## src/inc/npm_consts.svh

```systemverilog
// Purpose: Constants of the navigation position merge control block.
// Assumes: mclk at 10 MHz, synchronous active-low reset.
// Notes:   What this block does is listed below, one line each.
// What this block does
// - A rate command selects 4800 or 9600 baud for the navigation link; any other value is ignored.
// - A position dump prints latitude then longitude as degrees, decimal minutes and hemisphere.
// - When the last decoded sentence was the GPS recommended minimum, a date and time line follows.
// - Each of two dump commands sends exactly one scan of text, one to the serial and one to the parallel port.
// - Append with Y attaches the position to every outgoing record, or at most one per second on a serial host link; with N it stops.
// - The append enable lives only in volatile flops and is never saved.
// - The append enable holds its value until reset or a new append command.
// - The navigation indicator pulses once per successfully decoded sentence and never on a failure.
// - The status command prints a line with the selected navigation baud rate.
// - Five sentence types are decoded with no host selection.
// - The last decoded position is repeated on every attach until a newer one arrives.
// - On a serial host link the position is attached at most once per second.
// - Command letters are accepted in either case.
`ifndef NPM_CONSTS_SVH
`define NPM_CONSTS_SVH
`define NPM_CLK_HZ      10000000
`define NPM_BAUD_LOW    4800
`define NPM_BAUD_HIGH   9600
`define NPM_BIT_LOW     (`NPM_CLK_HZ / `NPM_BAUD_LOW)
`define NPM_BIT_HIGH    (`NPM_CLK_HZ / `NPM_BAUD_HIGH)
`define NPM_SECOND_S    1
`define NPM_SECOND_CYC  (`NPM_SECOND_S * `NPM_CLK_HZ)
`define NPM_LED_MS      50
`define NPM_LED_CYC     (`NPM_LED_MS * (`NPM_CLK_HZ / 1000))
`define NPM_RATE_RESET  1'b0
`define NPM_APPEND_RESET 1'b0
`define NPM_CHAR_CR     8'h0D
`define NPM_CHAR_LF     8'h0A
`define NPM_LINE_BYTES  24
// Command texts in upper-case ASCII; the collector folds case before it compares.
`define NPM_CMD_APPEND_ON   16'h4E59
`define NPM_CMD_APPEND_OFF  16'h4E4E
`define NPM_CMD_DUMP_SER    24'h4E5352
`define NPM_CMD_DUMP_PAR    24'h4E5349
`define NPM_CMD_STATUS      16'h4453
`define NPM_CMD_RATE_PREFIX 72'h4E4D4541424155443D
`define NPM_CMD_RATE_LOW    {`NPM_CMD_RATE_PREFIX, "4800"}
`define NPM_CMD_RATE_HIGH   {`NPM_CMD_RATE_PREFIX, "9600"}
`endif

```

## src/inc/npm_pkg.sv

```systemverilog
// Purpose: Types shared by the navigation position merge control files.
// Assumes: Nothing beyond SystemVerilog.
// Notes:   Binary fields are plain counts, not BCD.
package npm_pkg;
  // Sentence kinds reported by the sentence parser.
  typedef enum logic [2:0] {
    NPM_SENT_NONE = 3'h0,
    NPM_SENT_GGA  = 3'h1,
    NPM_SENT_GLL  = 3'h2,
    NPM_SENT_RMA  = 3'h3,
    NPM_SENT_RMC  = 3'h4,
    NPM_SENT_TRF  = 3'h5
  } npm_sent_type;

  // Decoded position.
  typedef struct packed {
    logic [6:0] lat_deg;
    logic [5:0] lat_min;
    logic [6:0] lat_hund;
    logic       lat_south;
    logic [7:0] lon_deg;
    logic [5:0] lon_min;
    logic [6:0] lon_hund;
    logic       lon_west;
  } npm_pos_type;

  // Date and time of a fix.
  typedef struct packed {
    logic [4:0] day;
    logic [3:0] mon;
    logic [6:0] year;
    logic [4:0] hour;
    logic [5:0] minute;
    logic [5:0] sec;
  } npm_stamp_type;

  // Text dump sequencer states.
  typedef enum logic [4:0] {
    NPM_DUMP_IDLE = 5'b00001,
    NPM_DUMP_LAT  = 5'b00010,
    NPM_DUMP_LON  = 5'b00100,
    NPM_DUMP_DATE = 5'b01000,
    NPM_DUMP_BAUD = 5'b10000
  } npm_dump_type;

  // Receiver states.
  typedef enum logic [3:0] {
    NPM_RX_IDLE  = 4'b0001,
    NPM_RX_START = 4'b0010,
    NPM_RX_DATA  = 4'b0100,
    NPM_RX_STOP  = 4'b1000
  } npm_rx_type;
endpackage : npm_pkg

```

## src/hw/npm_top.sv

```systemverilog
// Purpose: Command control of the navigation position interface.
// Assumes: Host command bytes and parser results arrive on mclk.
// Notes:   Sentence field parsing lives outside; this block gates and keeps its results.
`timescale 1ns/1ps
`include "npm_consts.svh"
module npm_top #(
  parameter int SECOND_CYCLES = `NPM_SECOND_CYC,
  parameter int LED_CYCLES    = `NPM_LED_CYC
) (
  // Clock and reset.
  input  wire logic                   mclk,
  input  wire logic                   resetn,
  // Host command bytes.
  input  wire logic [7:0]             cmd_char,
  input  wire logic                   cmd_strobe,
  input  wire logic                   host_serial,
  // Navigation link and parser.
  input  wire logic                   nav_rx_signal,
  output logic      [7:0]             nav_byte,
  output logic                        nav_byte_valid,
  input  wire logic                   fix_ok,
  input  wire npm_pkg::npm_sent_type  fix_kind,
  input  wire npm_pkg::npm_pos_type   fix_pos,
  input  wire npm_pkg::npm_stamp_type fix_stamp,
  // Instrument records.
  input  wire logic                   scan_strobe,
  output logic                        pos_attach,
  output npm_pkg::npm_pos_type        pos_attach_data,
  // Text output.
  output logic      [7:0]             txt_byte,
  output logic                        txt_valid,
  output logic                        txt_parallel,
  input  wire logic                   txt_ready,
  // Front panel and status.
  output logic                        nav_led,
  output logic                        nav_rate_high
);
  localparam int LB = `NPM_LINE_BYTES;
  logic [103:0]          cmd_buf_reg;
  logic [3:0]            cmd_len_reg;
  logic                  append_en_reg;
  logic                  have_fix_reg;
  npm_pkg::npm_pos_type  pos_reg;
  npm_pkg::npm_stamp_type stamp_reg;
  npm_pkg::npm_sent_type kind_reg;
  logic [31:0]           sec_cnt_reg;
  logic                  sec_due_reg;
  logic [31:0]           led_cnt_reg;
  npm_pkg::npm_dump_type dump_reg;
  logic [LB*8-1:0]       line_reg;
  logic [4:0]            len_reg;
  logic                  eol, accepted, send, serial_attach_ok;
  logic                  cr, m_on, m_off, m_dump_ser, m_dump_par, m_status, m_lo, m_hi;

  // Fold lower-case letters onto upper case.
  function automatic logic [7:0] upcase(input logic [7:0] c);
    return (c >= 8'h61 && c <= 8'h7A) ? c - 8'h20 : c;
  endfunction : upcase

  // Five sentence kinds carry a usable position.
  function automatic logic nav_kind(input npm_pkg::npm_sent_type k);
    return k inside {npm_pkg::NPM_SENT_GGA, npm_pkg::NPM_SENT_GLL, npm_pkg::NPM_SENT_RMA,
                     npm_pkg::NPM_SENT_RMC, npm_pkg::NPM_SENT_TRF};
  endfunction : nav_kind

  // Decimal digit and two-digit ASCII forms of a binary count.
  function automatic logic [7:0] dig(input logic [7:0] v);
    return 8'h30 + v;
  endfunction : dig

  function automatic logic [15:0] two(input logic [7:0] v);
    return {dig(8'(v / 8'd10)), dig(8'(v % 8'd10))};
  endfunction : two

  // Receiver sits on the link; the parser sees every good byte.
  npm_uart_rx #(.CW(12)) u_rx (
    .mclk       (mclk),
    .resetn     (resetn),
    .rx_pin     (nav_rx_signal),
    .bit_cycles (nav_rate_high ? 12'(`NPM_BIT_HIGH) : 12'(`NPM_BIT_LOW)),
    .rx_byte    (nav_byte),
    .rx_valid   (nav_byte_valid)
  );

  // Command match on carriage return; the buffer already holds upper case.
  always_comb begin
    cr    = cmd_strobe && (cmd_char == `NPM_CHAR_CR);
    m_on       = cr && cmd_len_reg == 4'd2 && cmd_buf_reg[15:0] == `NPM_CMD_APPEND_ON;
    m_off      = cr && cmd_len_reg == 4'd2 && cmd_buf_reg[15:0] == `NPM_CMD_APPEND_OFF;
    m_dump_ser = cr && cmd_len_reg == 4'd3 && cmd_buf_reg[23:0] == `NPM_CMD_DUMP_SER;
    m_dump_par = cr && cmd_len_reg == 4'd3 && cmd_buf_reg[23:0] == `NPM_CMD_DUMP_PAR;
    m_status   = cr && cmd_len_reg == 4'd2 && cmd_buf_reg[15:0] == `NPM_CMD_STATUS;
    m_lo       = cr && cmd_len_reg == 4'd13 && cmd_buf_reg == `NPM_CMD_RATE_LOW;
    m_hi       = cr && cmd_len_reg == 4'd13 && cmd_buf_reg == `NPM_CMD_RATE_HIGH;
  end

  // Command line collector; the length saturates so overlong lines never match.
  always_ff @(posedge mclk) begin
    if (!resetn) begin
      cmd_buf_reg <= '0;
      cmd_len_reg <= 4'h0;
    end else if (cmd_strobe && cmd_char == `NPM_CHAR_CR) begin
      cmd_len_reg <= 4'h0;
    end else if (cmd_strobe && cmd_char != `NPM_CHAR_LF) begin
      cmd_buf_reg <= {cmd_buf_reg[95:0], upcase(cmd_char)};
      cmd_len_reg <= (cmd_len_reg == 4'hF) ? 4'hF : cmd_len_reg + 4'h1;
    end
  end

  // Rate select; unknown rates leave the setting alone.
  always_ff @(posedge mclk) begin
    if (!resetn) begin
      nav_rate_high <= `NPM_RATE_RESET;
    end else if (m_lo || m_hi) begin
      nav_rate_high <= m_hi;
    end
  end

  // Append enable: plain flops with no path to any saved configuration.
  always_ff @(posedge mclk) begin
    if (!resetn) begin
      append_en_reg <= `NPM_APPEND_RESET;
    end else if (m_on || m_off) begin
      append_en_reg <= m_on;
    end
  end

  // Keep the latest accepted fix; it is reused until a newer one lands.
  assign accepted = fix_ok && nav_kind(fix_kind);
  always_ff @(posedge mclk) begin
    if (!resetn) begin
      pos_reg      <= '0;
      stamp_reg    <= '0;
      kind_reg     <= npm_pkg::NPM_SENT_NONE;
      have_fix_reg <= 1'b0;
    end else if (accepted) begin
      pos_reg      <= fix_pos;
      stamp_reg    <= fix_stamp;
      kind_reg     <= fix_kind;
      have_fix_reg <= 1'b1;
    end
  end

  // Indicator stretched so a person can see each decode.
  always_ff @(posedge mclk) begin
    if (!resetn) begin
      led_cnt_reg <= 32'h0;
      nav_led     <= 1'b0;
    end else if (accepted) begin
      led_cnt_reg <= 32'(LED_CYCLES - 1);
      nav_led     <= 1'b1;
    end else begin
      led_cnt_reg <= (led_cnt_reg == 32'h0) ? 32'h0 : led_cnt_reg - 32'h1;
      nav_led     <= (led_cnt_reg != 32'h0);
    end
  end

  // One-second ticker; a tick in the attach cycle re-arms instead of being lost.
  assign serial_attach_ok = sec_due_reg && scan_strobe && append_en_reg && have_fix_reg;
  always_ff @(posedge mclk) begin
    if (!resetn) begin
      sec_cnt_reg <= 32'h0;
      sec_due_reg <= 1'b1;
    end else begin
      sec_cnt_reg <= (sec_cnt_reg == 32'(SECOND_CYCLES - 1)) ? 32'h0 : sec_cnt_reg + 32'h1;
      if (sec_cnt_reg == 32'(SECOND_CYCLES - 1)) begin
        sec_due_reg <= 1'b1;
      end else if (host_serial && serial_attach_ok) begin
        sec_due_reg <= 1'b0;
      end
    end
  end

  // Attach the held position to each record, rate limited on a serial link.
  always_ff @(posedge mclk) begin
    if (!resetn) begin
      pos_attach      <= 1'b0;
      pos_attach_data <= '0;
    end else begin
      pos_attach <= scan_strobe && append_en_reg && have_fix_reg
                    && (!host_serial || sec_due_reg);
      if (scan_strobe) begin
        pos_attach_data <= pos_reg;
      end
    end
  end

  // Text lines, left aligned in a 24-byte buffer.
  assign eol  = (len_reg == 5'd0) && !txt_valid;
  assign send = (len_reg != 5'd0) && (!txt_valid || txt_ready);
  always_ff @(posedge mclk) begin
    if (!resetn) begin
      dump_reg     <= npm_pkg::NPM_DUMP_IDLE;
      line_reg     <= '0;
      len_reg      <= 5'd0;
      txt_parallel <= 1'b0;
    end else if (send) begin
      line_reg <= {line_reg[LB*8-9:0], 8'h00};
      len_reg  <= len_reg - 5'd1;
    end else if (eol) begin
      unique case (dump_reg)
        npm_pkg::NPM_DUMP_IDLE: begin
          if (m_dump_ser || m_dump_par) begin
            dump_reg     <= npm_pkg::NPM_DUMP_LAT;
            txt_parallel <= m_dump_par;
            len_reg      <= 5'd16;
            line_reg     <= {"LAT ", two(8'(pos_reg.lat_deg)), " ", two(8'(pos_reg.lat_min)),
                             ".", two(8'(pos_reg.lat_hund)), " ",
                             pos_reg.lat_south ? "S" : "N", `NPM_CHAR_CR, `NPM_CHAR_LF,
                             64'h0};
          end else if (m_status) begin
            dump_reg     <= npm_pkg::NPM_DUMP_BAUD;
            txt_parallel <= 1'b0;
            len_reg      <= 5'd23;
            line_reg     <= {"NMEA baud rate = ", nav_rate_high ? "9600" : "4800",
                             `NPM_CHAR_CR, `NPM_CHAR_LF, 8'h00};
          end
        end
        npm_pkg::NPM_DUMP_LAT: begin
          dump_reg <= npm_pkg::NPM_DUMP_LON;
          len_reg  <= 5'd17;
          line_reg <= {"LON ", dig(8'(pos_reg.lon_deg / 8'd100)),
                       two(8'(pos_reg.lon_deg % 8'd100)), " ", two(8'(pos_reg.lon_min)),
                       ".", two(8'(pos_reg.lon_hund)), " ", pos_reg.lon_west ? "W" : "E",
                       `NPM_CHAR_CR, `NPM_CHAR_LF, 56'h0};
        end
        npm_pkg::NPM_DUMP_LON: begin
          if (kind_reg == npm_pkg::NPM_SENT_RMC) begin
            dump_reg <= npm_pkg::NPM_DUMP_DATE;
            len_reg  <= 5'd15;
            line_reg <= {two(8'(stamp_reg.day)), two(8'(stamp_reg.mon)),
                         two(8'(stamp_reg.year)), " ", two(8'(stamp_reg.hour)),
                         two(8'(stamp_reg.minute)), two(8'(stamp_reg.sec)),
                         `NPM_CHAR_CR, `NPM_CHAR_LF, 72'h0};
          end else begin
            dump_reg <= npm_pkg::NPM_DUMP_IDLE;
          end
        end
        npm_pkg::NPM_DUMP_DATE: dump_reg <= npm_pkg::NPM_DUMP_IDLE;
        npm_pkg::NPM_DUMP_BAUD: dump_reg <= npm_pkg::NPM_DUMP_IDLE;
      endcase
    end
  end

  // Byte presenter holds each byte until the sink takes it.
  always_ff @(posedge mclk) begin
    if (!resetn) begin
      txt_byte  <= 8'h00;
      txt_valid <= 1'b0;
    end else if (send) begin
      txt_byte  <= line_reg[LB*8-1 -: 8];
      txt_valid <= 1'b1;
    end else if (txt_ready) begin
      txt_valid <= 1'b0;
    end
  end
endmodule : npm_top

```

## src/hw/npm_uart_rx.sv

```systemverilog
// Purpose: Serial receiver for the navigation link.
// Assumes: Idle-high line, bit time given in mclk cycles.
// Notes:   A byte with a bad stop bit is dropped.
`timescale 1ns/1ps
module npm_uart_rx #(
  parameter int CW = 12
) (
  // Clock and reset.
  input  wire logic          mclk,
  input  wire logic          resetn,
  // Line and rate.
  input  wire logic          rx_pin,
  input  wire logic [CW-1:0] bit_cycles,
  // Received byte.
  output logic      [7:0]    rx_byte,
  output logic               rx_valid
);
  logic              sync1_reg;
  logic              sync2_reg;
  npm_pkg::npm_rx_type state_reg;
  logic [CW-1:0]     cnt_reg;
  logic [2:0]        bit_reg;
  logic [7:0]        shift_reg;

  // Two-stage synchroniser; only sync2_reg is looked at.
  always_ff @(posedge mclk) begin
    sync1_reg <= resetn ? rx_pin : 1'b1;
    sync2_reg <= resetn ? sync1_reg : 1'b1;
  end

  // Framing: start bit checked at mid-bit, eight data bits LSB first, one stop bit.
  always_ff @(posedge mclk) begin
    rx_valid <= 1'b0;
    if (!resetn) begin
      state_reg <= npm_pkg::NPM_RX_IDLE;
      cnt_reg   <= '0;
      bit_reg   <= 3'h0;
      shift_reg <= 8'h00;
      rx_byte   <= 8'h00;
    end else begin
      unique case (state_reg)
        npm_pkg::NPM_RX_IDLE: begin
          if (!sync2_reg) begin
            state_reg <= npm_pkg::NPM_RX_START;
            cnt_reg   <= bit_cycles >> 1;
          end
        end
        npm_pkg::NPM_RX_START: begin
          if (cnt_reg == '0) begin
            state_reg <= sync2_reg ? npm_pkg::NPM_RX_IDLE : npm_pkg::NPM_RX_DATA;
            cnt_reg   <= bit_cycles - 1'b1;
            bit_reg   <= 3'h0;
          end else begin
            cnt_reg <= cnt_reg - 1'b1;
          end
        end
        npm_pkg::NPM_RX_DATA: begin
          if (cnt_reg == '0) begin
            shift_reg <= {sync2_reg, shift_reg[7:1]};
            cnt_reg   <= bit_cycles - 1'b1;
            bit_reg   <= bit_reg + 3'h1;
            if (bit_reg == 3'h7) begin
              state_reg <= npm_pkg::NPM_RX_STOP;
            end
          end else begin
            cnt_reg <= cnt_reg - 1'b1;
          end
        end
        npm_pkg::NPM_RX_STOP: begin
          if (cnt_reg == '0) begin
            // A wrong sender rate shows up here as a lost stop bit.
            rx_valid  <= sync2_reg;
            rx_byte   <= shift_reg;
            state_reg <= npm_pkg::NPM_RX_IDLE;
          end else begin
            cnt_reg <= cnt_reg - 1'b1;
          end
        end
      endcase
    end
  end
endmodule : npm_uart_rx

```

## config.mk

```make
export PLATFORM = sky130hd
export DESIGN_NAME = npm_top
export DESIGN_NICKNAME = d
export VERILOG_FILES = /design/src/inc/npm_pkg.sv /design/src/hw/npm_top.sv /design/src/hw/npm_uart_rx.sv
export VERILOG_INCLUDE_DIRS = /design/src /design/src/inc
export SDC_FILE = /design/constraint.sdc
export NUM_CORES = 1
export LEC_CHECK = 0
export BUFFER_PORTS_ARGS = -buffer_cell sky130_fd_sc_hd__buf_2
export CAP_MARGIN = 20
export CORE_MARGIN = 4
export CORE_UTILIZATION = 63
export CTS_BUF_LIST = sky130_fd_sc_hd__clkbuf_4 sky130_fd_sc_hd__clkbuf_8
export CTS_CLUSTER_SIZE = 16
export DETAILED_ROUTE_END_ITERATION = 8
export GPL_ROUTABILITY_DRIVEN = 0
export PLACE_DENSITY = 0.82
export SLEW_MARGIN = 20
export SYNTH_ARGS = -nofsm -noshare
export SYNTH_HDL_FRONTEND = slang
export SYNTH_SLANG_ARGS = --single-unit
```

## constraint.sdc

```tcl
create_clock -name mclk -period 4.8 [get_ports mclk]
set_input_delay 1.44 -clock mclk [delete_from_list [all_inputs] [get_ports mclk]]
set_output_delay 1.44 -clock mclk [all_outputs]
set_load 0.02 [all_outputs]
```

; Word level (Yosys, flattened, before mapping)
; Index checks and enable logic that the tools add are counted.
[classes]
reduce_logical = 59
n_lt_le_gt_ge = 2
div_mod_pow = 26
muxes = 43
bitwise_logic = 3
eq_ne = 40
addsub = 33
[op_table]
columns = operator, count
row1 = $mux 192, 5
row2 = $pmux 192 s3, 1
row3 = $eq 104x103->1 const B, 2
row4 = $add 6x8->8 const A, 25
row5 = $eq 16x15->1 const B, 3
row6 = $eq 24x23->1 const B, 2
row7 = $mux 12, 4
row8 = $mux 5, 9
row9 = $mux 19, 2
row10 = $pmux 12 s3, 1
row11 = $add 32x1->32 const B, 1
row12 = $div 6x4->8 const B, 4
row13 = $div 7x4->8 const B, 4
row14 = $eq 32x24->1 const B, 1
row15 = $logic_not 32->1, 1
row16 = $mod 6x4->8 const B, 4
row17 = $mod 7x4->8 const B, 4
row18 = $reduce_bool 32->1, 1
row19 = $sub 32x1->32 const B, 1
row20 = $mux 28, 1
row21 = $mux 4, 7
row22 = $sub 12x1->12 const B, 2
row23 = $logic_and 1x1->1, 23
row24 = $pmux 5 s4, 1
row25 = other kinds (53), 97
[totals]
output_inout_bits = 65
ff_bits = 550
elab_cells = 255

; Logic depth before layout (Yosys ltp)
; Gate-level depths: netlist of run 1.
[depth]
ltp_word = 9
mapped_depth = 18
mapped_depth_nobuf = 17

; Cells and area by module
; A second synthesis of run 1 with hierarchy kept.
[hier_totals]
cells_unflattened = 3312
area_unflattened_um2 = 25650.9
[modules_own_cells]
columns = mod, area_each_um2, instances, cells_each
row1 = npm_top, 23482.5, 1, 3065
row2 = npm_uart_rx, 2168.3, 1, 247

; Worst setup path after synthesis of run 1
; Ideal clock, no wire load.
[synth_path]
kind = flip-flop to flip-flop
start = register pos_reg[34] in the netlist's numbering
end = register line_reg[126]
stages_incl_launch_ff = 17
arrival_time_ns = 3.328
path_buffers = 1
t_required_ns = 4.667
path_slack_ns = 1.339
period_less_slack_ns = 3.461
cell_sequence = dfxtp_1 -> clkbuf_1 -> inv_1 -> ha_1 -> a21oi_1 -> o31ai_1 -> a21oi_1 -> o311ai_1 -> nor2_1 -> nor2_1 -> mux2i_1 -> a2bb2oi_1 -> ha_1 -> nand3_1 -> o21ai_0 -> o31ai_1 -> a31oi_1
[synth_via]
elab_chain_len = 6
[synth_lines]
columns = item, line_no
row1 = from (decl), npm_top.sv:43  ; npm_pkg::npm_pos_type pos_reg;
row2 = from (signal assigned), npm_top.sv:137  ; pos_reg <= fix_pos;
row3 = $mod 6x4->8, npm_top.sv:72  ; return {dig(8'(v / 8'd10)), dig(8'(v % 8'd10))};
row4 = $add 6x8->8, npm_top.sv:68  ; return 8'h30 + v;
row5 = $mux 192, npm_top.sv:203  ; if (m_dump_ser || m_dump_par) begin
row6 = $pmux 192 s3, npm_top.sv:201  ; unique case (dump_reg)
row7 = $mux 192, npm_top.sv:200  ; end else if (eol) begin
row8 = $mux 192, npm_top.sv:197  ; end else if (send) begin
row9 = to (signal assigned), npm_top.sv:198  ; line_reg <= {line_reg[LB*8-9:0], 8'h00};
row10 = to (signal assigned), npm_top.sv:207  ; line_reg <= {"LAT ", two(8'(pos_reg.lat_deg)), " ", two(8'(pos_reg.lat_min)),
row11 = to (signal assigned), npm_top.sv:215  ; line_reg <= {"NMEA baud rate = ", nav_rate_high ? "9600" : "4800",
row12 = to (decl), npm_top.sv:50  ; logic [LB*8-1:0] line_reg;
; No other way between the ends. The select of a mux whose other input is x is not followed.
; A chain may end at the register's enable or synchronous reset.

; Worst setup path in the final report of run 1
; Ends and elaborated chain as after synthesis.

==> results_dict.tcl, run 1 <==
set metrics [dict create \
    setup_violations 0 \
    path_class "flop to flop" \
    cts_buffers 80 \
    cts_resized 0 \
    max_freq_mhz 250 \
    p_switching_mw 4.19 \
    synth_simple_gate_area_share_pct 25.4 \
    drt_pre_antenna_iters 8 \
    fp-row-count 72 \
    grt.total_usage_pct 29.8 \
    core_um2 39000 \
    placedInstanceArea_um2 26000 \
    r2r-end "line_reg[126]" \
    synth_area_per_cell_um2 7.65 \
    synthMuxAreaShare_pct 2.59 \
    clockRootBuffer "clkbuf_8" \
    syn_area_um2 25100 \
    reg2regPathDepth 15 \
    clk_pin_slew_ns 0.07 \
    p_clk_share_pct 32.3 \
    die_area_um2 43100 \
    clkLatencyLatePin_ns 0.65 \
    ys.flop_type "dfxtp_1" \
    synth_top_family_by_area "simple AND/OR/NAND/NOR gates" \
    cts_tree "yes" \
    ir_drop_uv 313 \
    wire_per_inst_um 17.4 \
    hold_viol 0 \
    antenna_left 0 \
    yosysSeqAreaShare_pct 40.0 \
    drv_slew 0 \
    layout.nets 3462 \
    maxCapViolations 0 \
    fin_crit_sh_pct 83.4 \
    synth_edf_count 0 \
    crit_path_end "line_reg[126]" \
    cts_hold_buffers 0 \
    p_leak_nw 10.2 \
    grt_setup_unrepaired "false" \
    p_int_mw 8.00 \
    power_frac_seq_pct 42.2 \
    fin_util_pct 71.0 \
    crit_path_max_fanout 14 \
    largest_reg_flops 144 \
    hold_path_class "flop to flop" \
    min_period_ns 4.00 \
    ys.warnings.count 0 \
    initial_utilization_pct 64.4 \
    p_per_area_nw_per_um2 440 \
    io_pins 160 \
    synth_cell_types 101 \
    finalSetupTns_ns 0 \
    dpl.cell_count 3757 \
    max-slew-margin-rel_pct 27.6 \
    wl_um 67800 \
    cp-end-kind "flop" \
    portBuffers 159 \
    area_growth_pct 10.4 \
    worst_slew_pin_slew_ns 1.09 \
    cts_max_level 3 \
    gr-total-overflow 0 \
    drt-initial-drc-count 2798 \
    status "completed" \
    p_comb_share_pct 25.5 \
    startpoint "pos_reg[34]" \
    synth_cells 3280 \
    final_cells 3895 \
    die_h_um 208 \
    post-cts-setup-buffers 0 \
    fill_cells 3076 \
    synth_compound_area_share_pct 22.0 \
    arrival_ns 4.53 \
    num_vias 24200 \
    timing.rr.start "pos_reg[34]" \
    r2r_slack_ns 0.80 \
    grt_pass1_vias 22300 \
    swShare_pct 34.4 \
    fin_worst_skew_ns 0.0386 \
    clkSinkCount 502 \
    synth.ff_latch_count 502 \
    startpoint_type "flop" \
    synthAdderAreaFrac_pct 2.29 \
    antenna_found_initial 0 \
    synthXorXnorAreaFrac_pct 2.90 \
    dieWidth_um 208 \
    final_area_um2 27700 \
    via_per_inst 6.20 \
    grt_max_degree 108 \
    synth-async-reset-ratio_pct 0 \
    drive_gt1_share_pct 11.7 \
    grt_pass1_wl_um 111000 \
    drc 0 \
    cts_buffer_depth 3 \
    dp_hpwl_um 45800 \
    required_ns 5.32 \
]
[cell families (layout without fill, tap and decap cells)]
logic type | after synthesis | in the layout
simple gates | 1352 | 1352
compound gates | 927 | 927
flops | 502 | 502
buf+inv | 305 | 391
xor+xnor | 83 | 83
mux | 64 | 64
fa+ha+maj | 46 | 46
other cells | 1 | 12
[power by group through the flow]
stage | logic, mW | registers, mW | clock network, mW
3_3_place_gp | 2.92 | 5.18 | 0
6_report | 3.11 | 5.14 | 3.94
4_1_cts | 3.04 | 5.12 | 4.00
3_5_place_dp | 3.03 | 5.20 | 0
2_1_floorplan | 2.37 | 5.04 | 0
5_1_grt | 3.44 | 5.19 | 4.19
[Yosys cell counts, types with 33 or more instances]
cell | count | area share (%)
nand2_1 | 608 | 9.1
dfxtp_1 | 502 | 40
a21oi_1 | 459 | 9.2
nor2_1 | 284 | 4.2
clkbuf_1 | 191 | 2.9
o21ai_0 | 185 | 3.7
nor3_1 | 80 | 1.6
nand3_1 | 76 | 1.5
mux2i_1 | 57 | 2.3
inv_1 | 54 | 0.81
xnor2_1 | 50 | 1.7
ha_1 | 46 | 2.3
nand2b_1 | 46 | 1.1
nor2b_1 | 39 | 0.97
o211ai_1 | 37 | 1.1
a31oi_1 | 34 | 0.85
xor2_1 | 33 | 1.2
[worst max-delay path, stage by stage, from the launching register on]
cell and delay, ns:
dfxtp_1 0.59, inv_1 0.12, ha_1 0.36, a21oi_1 0.08, o31ai_1 0.37, a21oi_1 0.20
o311ai_1 0.63, nor2_1 0.24, nor2_1 0.24, mux2i_1 0.20, a2bb2oi_1 0.09, ha_1 0.24
nand3_1 0.07, o21ai_0 0.07, o31ai_1 0.25, a31oi_1 0.11
[how the worst min path moves through the flow]
stage | from | end | slack (ns) | cells past startpoint
floorplan | u_rx.sync1_reg | u_rx.sync2_reg | 0.39 | 1
global placement | u_rx.sync1_reg | u_rx.sync2_reg | 0.40 | 1
detailed placement | u_rx.sync1_reg | u_rx.sync2_reg | 0.40 | 1
CTS | u_rx.sync1_reg | u_rx.sync2_reg | 0.42 | 1
global route | u_rx.sync1_reg | u_rx.sync2_reg | 0.45 | 1
finish | line_reg[115] | line_reg[123] | 0.43 | 2
[final cells by class]
class / instances / area (µm²) / area share (%)
multi-input combinational: 2483 / 13900 / 50.3
sequential: 502 / 10000 / 36.3
tap: 518 / 648 / 2.34
inverter: 57 / 221 / 0.799
clock inverter: 15 / 210 / 0.759
antenna: 1 / 2.50 / 0.00903
clock buffer: 122 / 1500 / 5.41
timing repair buffer: 197 / 1140 / 4.13
[placed cells by master, fill, tap and decap left out, types with 10 or more instances in the layout]
cell type	instances
o221ai_1	17
xor2_1	33
nor3_1	80
a22oi_1	25
o22ai_1	13
o211ai_1	37
a21o_1	10
or2_2	10
buf_4	33
clkbuf_4	29
and2_1	10
mux2i_1	57
buf_2	159
a21oi_1	458
and3_1	26
nand4_1	23
o31ai_1	10
conb_1	11
dfxtp_1	502
nand2_1	606
nand3b_1	12
clkbuf_8	93
ha_1	46
or3_1	16
xnor2_1	50
inv_1	54
nand3_1	76
nor2_1	282
nand2b_1	46
nor2b_1	39
o21ai_0	185
a311oi_1	17
a31oi_1	34
nor3b_1	10
nor4bb_1	10
a221oi_1	14
a211oi_1	16
nor4b_1	20
nor4_1	24
[metal layers]
layer | GRT usage (%) | routed length (µm)
met1 | 41.0 | 28900
met2 | 47.4 | 31100
met3 | 5.21 | 5700
met4 | 10.8 | 2080
met5 | 0 | 0
[metrics by stage]
step | power [mW] | setup slack, ns | hold slack [ns]
finish | 12.2 | 0.796 | 0.428
global route | 12.8 | 0.398 | 0.451
CTS | 12.2 | 0.887 | 0.423
detailed placement | 8.23 | 0.575 | 0.396
global placement | 8.10 | 0.613 | 0.401
floorplan | 7.41 | 1.34 | 0.386
Power figures use the tool's default switching activity.
==> run 2: changes to the inputs <==
--- a/config.mk
+++ b/config.mk
@@ -9,12 +9,12 @@
 export BUFFER_PORTS_ARGS = -buffer_cell sky130_fd_sc_hd__buf_2
 export CAP_MARGIN = 20
 export CORE_MARGIN = 4
-export CORE_UTILIZATION = 63
+export CORE_UTILIZATION = 57
 export CTS_BUF_LIST = sky130_fd_sc_hd__clkbuf_4 sky130_fd_sc_hd__clkbuf_8
 export CTS_CLUSTER_SIZE = 16
 export DETAILED_ROUTE_END_ITERATION = 8
 export GPL_ROUTABILITY_DRIVEN = 0
-export PLACE_DENSITY = 0.82
+export PLACE_DENSITY = 0.79
 export SLEW_MARGIN = 20
 export SYNTH_ARGS = -nofsm -noshare
 export SYNTH_HDL_FRONTEND = slang
==> constraint.sdc (replaced) <==
create_clock -name mclk -period 3.4 [get_ports mclk]
set_input_delay 1.02 -clock mclk [delete_from_list [all_inputs] [get_ports mclk]]
set_output_delay 1.02 -clock mclk [all_outputs]
set_load 0.02 [all_outputs]
==> results_dict.tcl, run 2 (same netlist as run 1, synthesis figures left out) <==
set metrics [dict create \
    fin_ws_ns 0.142 \
    clockRootBuffer "clkbuf_8" \
    status "completed" \
    maxCapViolations 0 \
    num_vias 24600 \
    p_int_mw 11.5 \
    cp_slowest_cell "a2111oi_0" \
    p_leak_nw 10.6 \
    cts_max_level 3 \
    cp-end-kind "flop" \
    setup_violations 0 \
    ir_drop_uv 537 \
    dieWidth_um 218 \
    reg2regPathDepth 8 \
    clkSinkCount 502 \
    max_stage_delay_ns 0.69 \
    dp_hpwl_um 47600 \
    path_cells "nor4b_1 > nand2_1 > nor4_4 > o31a_2 > buf_4 > nand2_1 > a2111oi_0 > nor4_1" \
    cts_buffer_depth 3 \
    startpoint_type "flop" \
    finalSetupTns_ns 0 \
    hold_viol 0 \
    clkLatencyLatePin_ns 0.68 \
    cp_num_buf_inv 1 \
    initial_utilization_pct 58.0 \
    worstHoldStart "u_rx.sync1_reg" \
    crit_path_max_fanout 18 \
    drv_slew 0 \
    timing.rr.start "cmd_len_reg[2]" \
    p_total_mw 17.6 \
    path_class "flop to flop" \
    required_ns 3.92 \
    final_cell_mix "nand2_1 (606), dfxtp_1 (502), a21oi_1 (456)" \
    worst_slew_pin_slew_ns 1.09 \
    drt-met1-wl_um 29700 \
    fin_crit_sh_pct 95.8 \
    p_switching_mw 6.09 \
    cts_buffers 83 \
    antenna_left 0 \
    max_freq_mhz 307 \
    top_layer "met5" \
    antennaDiodeCount 0 \
    cts_tree "yes" \
    power_frac_seq_pct 41.0 \
    wire_per_inst_um 17.4 \
    min_period_ns 3.26 \
    grt_pass1_wl_um 114000 \
    max-slew-margin-rel_pct 27.7 \
    portBuffers 159 \
    r2r_slack_ns 0.14 \
    grt_max_degree 104 \
    p_comb_share_pct 26.6 \
    wl_um 70000 \
    placedInstanceArea_um2 26700 \
    p_clk_share_pct 32.4 \
    grt.total_usage_pct 28.4 \
    hold_ws_ns 0.425 \
    crit_top_cell "nand2_1" \
    min_path_cells 1 \
    p_per_area_nw_per_um2 616 \
    area_growth_pct 13.6 \
    die_area_um2 47500 \
    r2r-end "line_reg[147]" \
    final_common_cell "nand2_1" \
    drive_gt1_share_pct 13.9 \
    final_area_um2 28500 \
    min_to "u_rx.sync2_reg" \
    largest_reg_flops 144 \
    swShare_pct 34.6 \
    fin_worst_skew_ns 0.0253 \
    via_per_inst 6.09 \
    wl_met2_um 32100 \
    final_cells 4034 \
    arrival_ns 3.77 \
    hold_path_class "flop to flop" \
    io_pins 160 \
    critPathTopFamily "simple AND/OR/NAND/NOR gates" \
    fp-row-count 76 \
    wl_met3_um 5860 \
    clk_pin_slew_ns 0.06 \
    fin_util_pct 65.9 \
    core_um2 43300 \
    cts_hold_buffers 0 \
    die_h_um 218 \
    layout.nets 3533 \
    place_ws_ns -0.195 \
    gr-total-overflow 0 \
    grt_pass1_vias 23000 \
    drt_pre_antenna_iters 6 \
    drt-initial-drc-count 2787 \
    drc 0 \
    dpl.cell_count 3891 \
    antenna_found_initial 2 \
]
run 2: cell count changes in the layout (fill, tap and decap cells not counted), sizes merged:
cell      previous run  this run
buf                197       265
clkinv               8        11
bufinv               5         3
clkbuf             122       124
clkinvlp             1         2
diode                1         0
inv                 58        59
run 2: how the worst max path moves through the flow:
stage	start	endpoint	slack [ns]	cells after the start
6_report	cmd_len_reg[2]	line_reg[147]	0.14	8
5_1_grt	pos_reg[34]	line_reg[126]	-0.004	16
4_1_cts	pos_reg[33]	line_reg[126]	0.02	16
3_5_place_dp	cmd_char[0]	line_reg[110]	-0.20	9
3_3_place_gp	cmd_char[0]	line_reg[178]	-0.11	9
2_1_floorplan	pos_reg[33]	line_reg[126]	0.0008	18
run 2: power by group through the flow:
stage	Combinational [mW]	Sequential (mW)	Clock (mW)
6_report	4.68	7.22	5.69
3_3_place_gp	4.38	7.28	0
3_5_place_dp	4.52	7.30	0
5_1_grt	5.13	7.29	6.02
4_1_cts	4.55	7.19	5.77
2_1_floorplan	3.35	7.11	0
run 2: layer usage:
layer	global-route usage, %	vias up
met5	0	-
met4	10.4	4
met3	5.71	210
met2	45.7	1073
met1	37.9	11600
li1	-	11700
run 2: layout make-up:
class	count	area (µm²)
timing repair buffer	265	1750
sequential	502	10000
fill	3628	14700
clock buffer	124	1590
inverter	57	221
tap	585	732
clock inverter	18	181
multi-input combinational	2483	14000
run 2: repair_timing:
item	CTS	global route
gates resized for setup	0	13
setup endpoints to repair	0	3
endpoints found under the hold margin	0	0
setup buffers	0	1
run 2: worst register-to-register path: stages (launching register included):
cell       delay [ns]
dfxtp_1          0.36
nor4b_1          0.57
nand2_1          0.22
nor4_4           0.33
o31a_2           0.24
buf_4            0.26
nand2_1          0.32
a2111oi_0        0.69
nor4_1           0.10
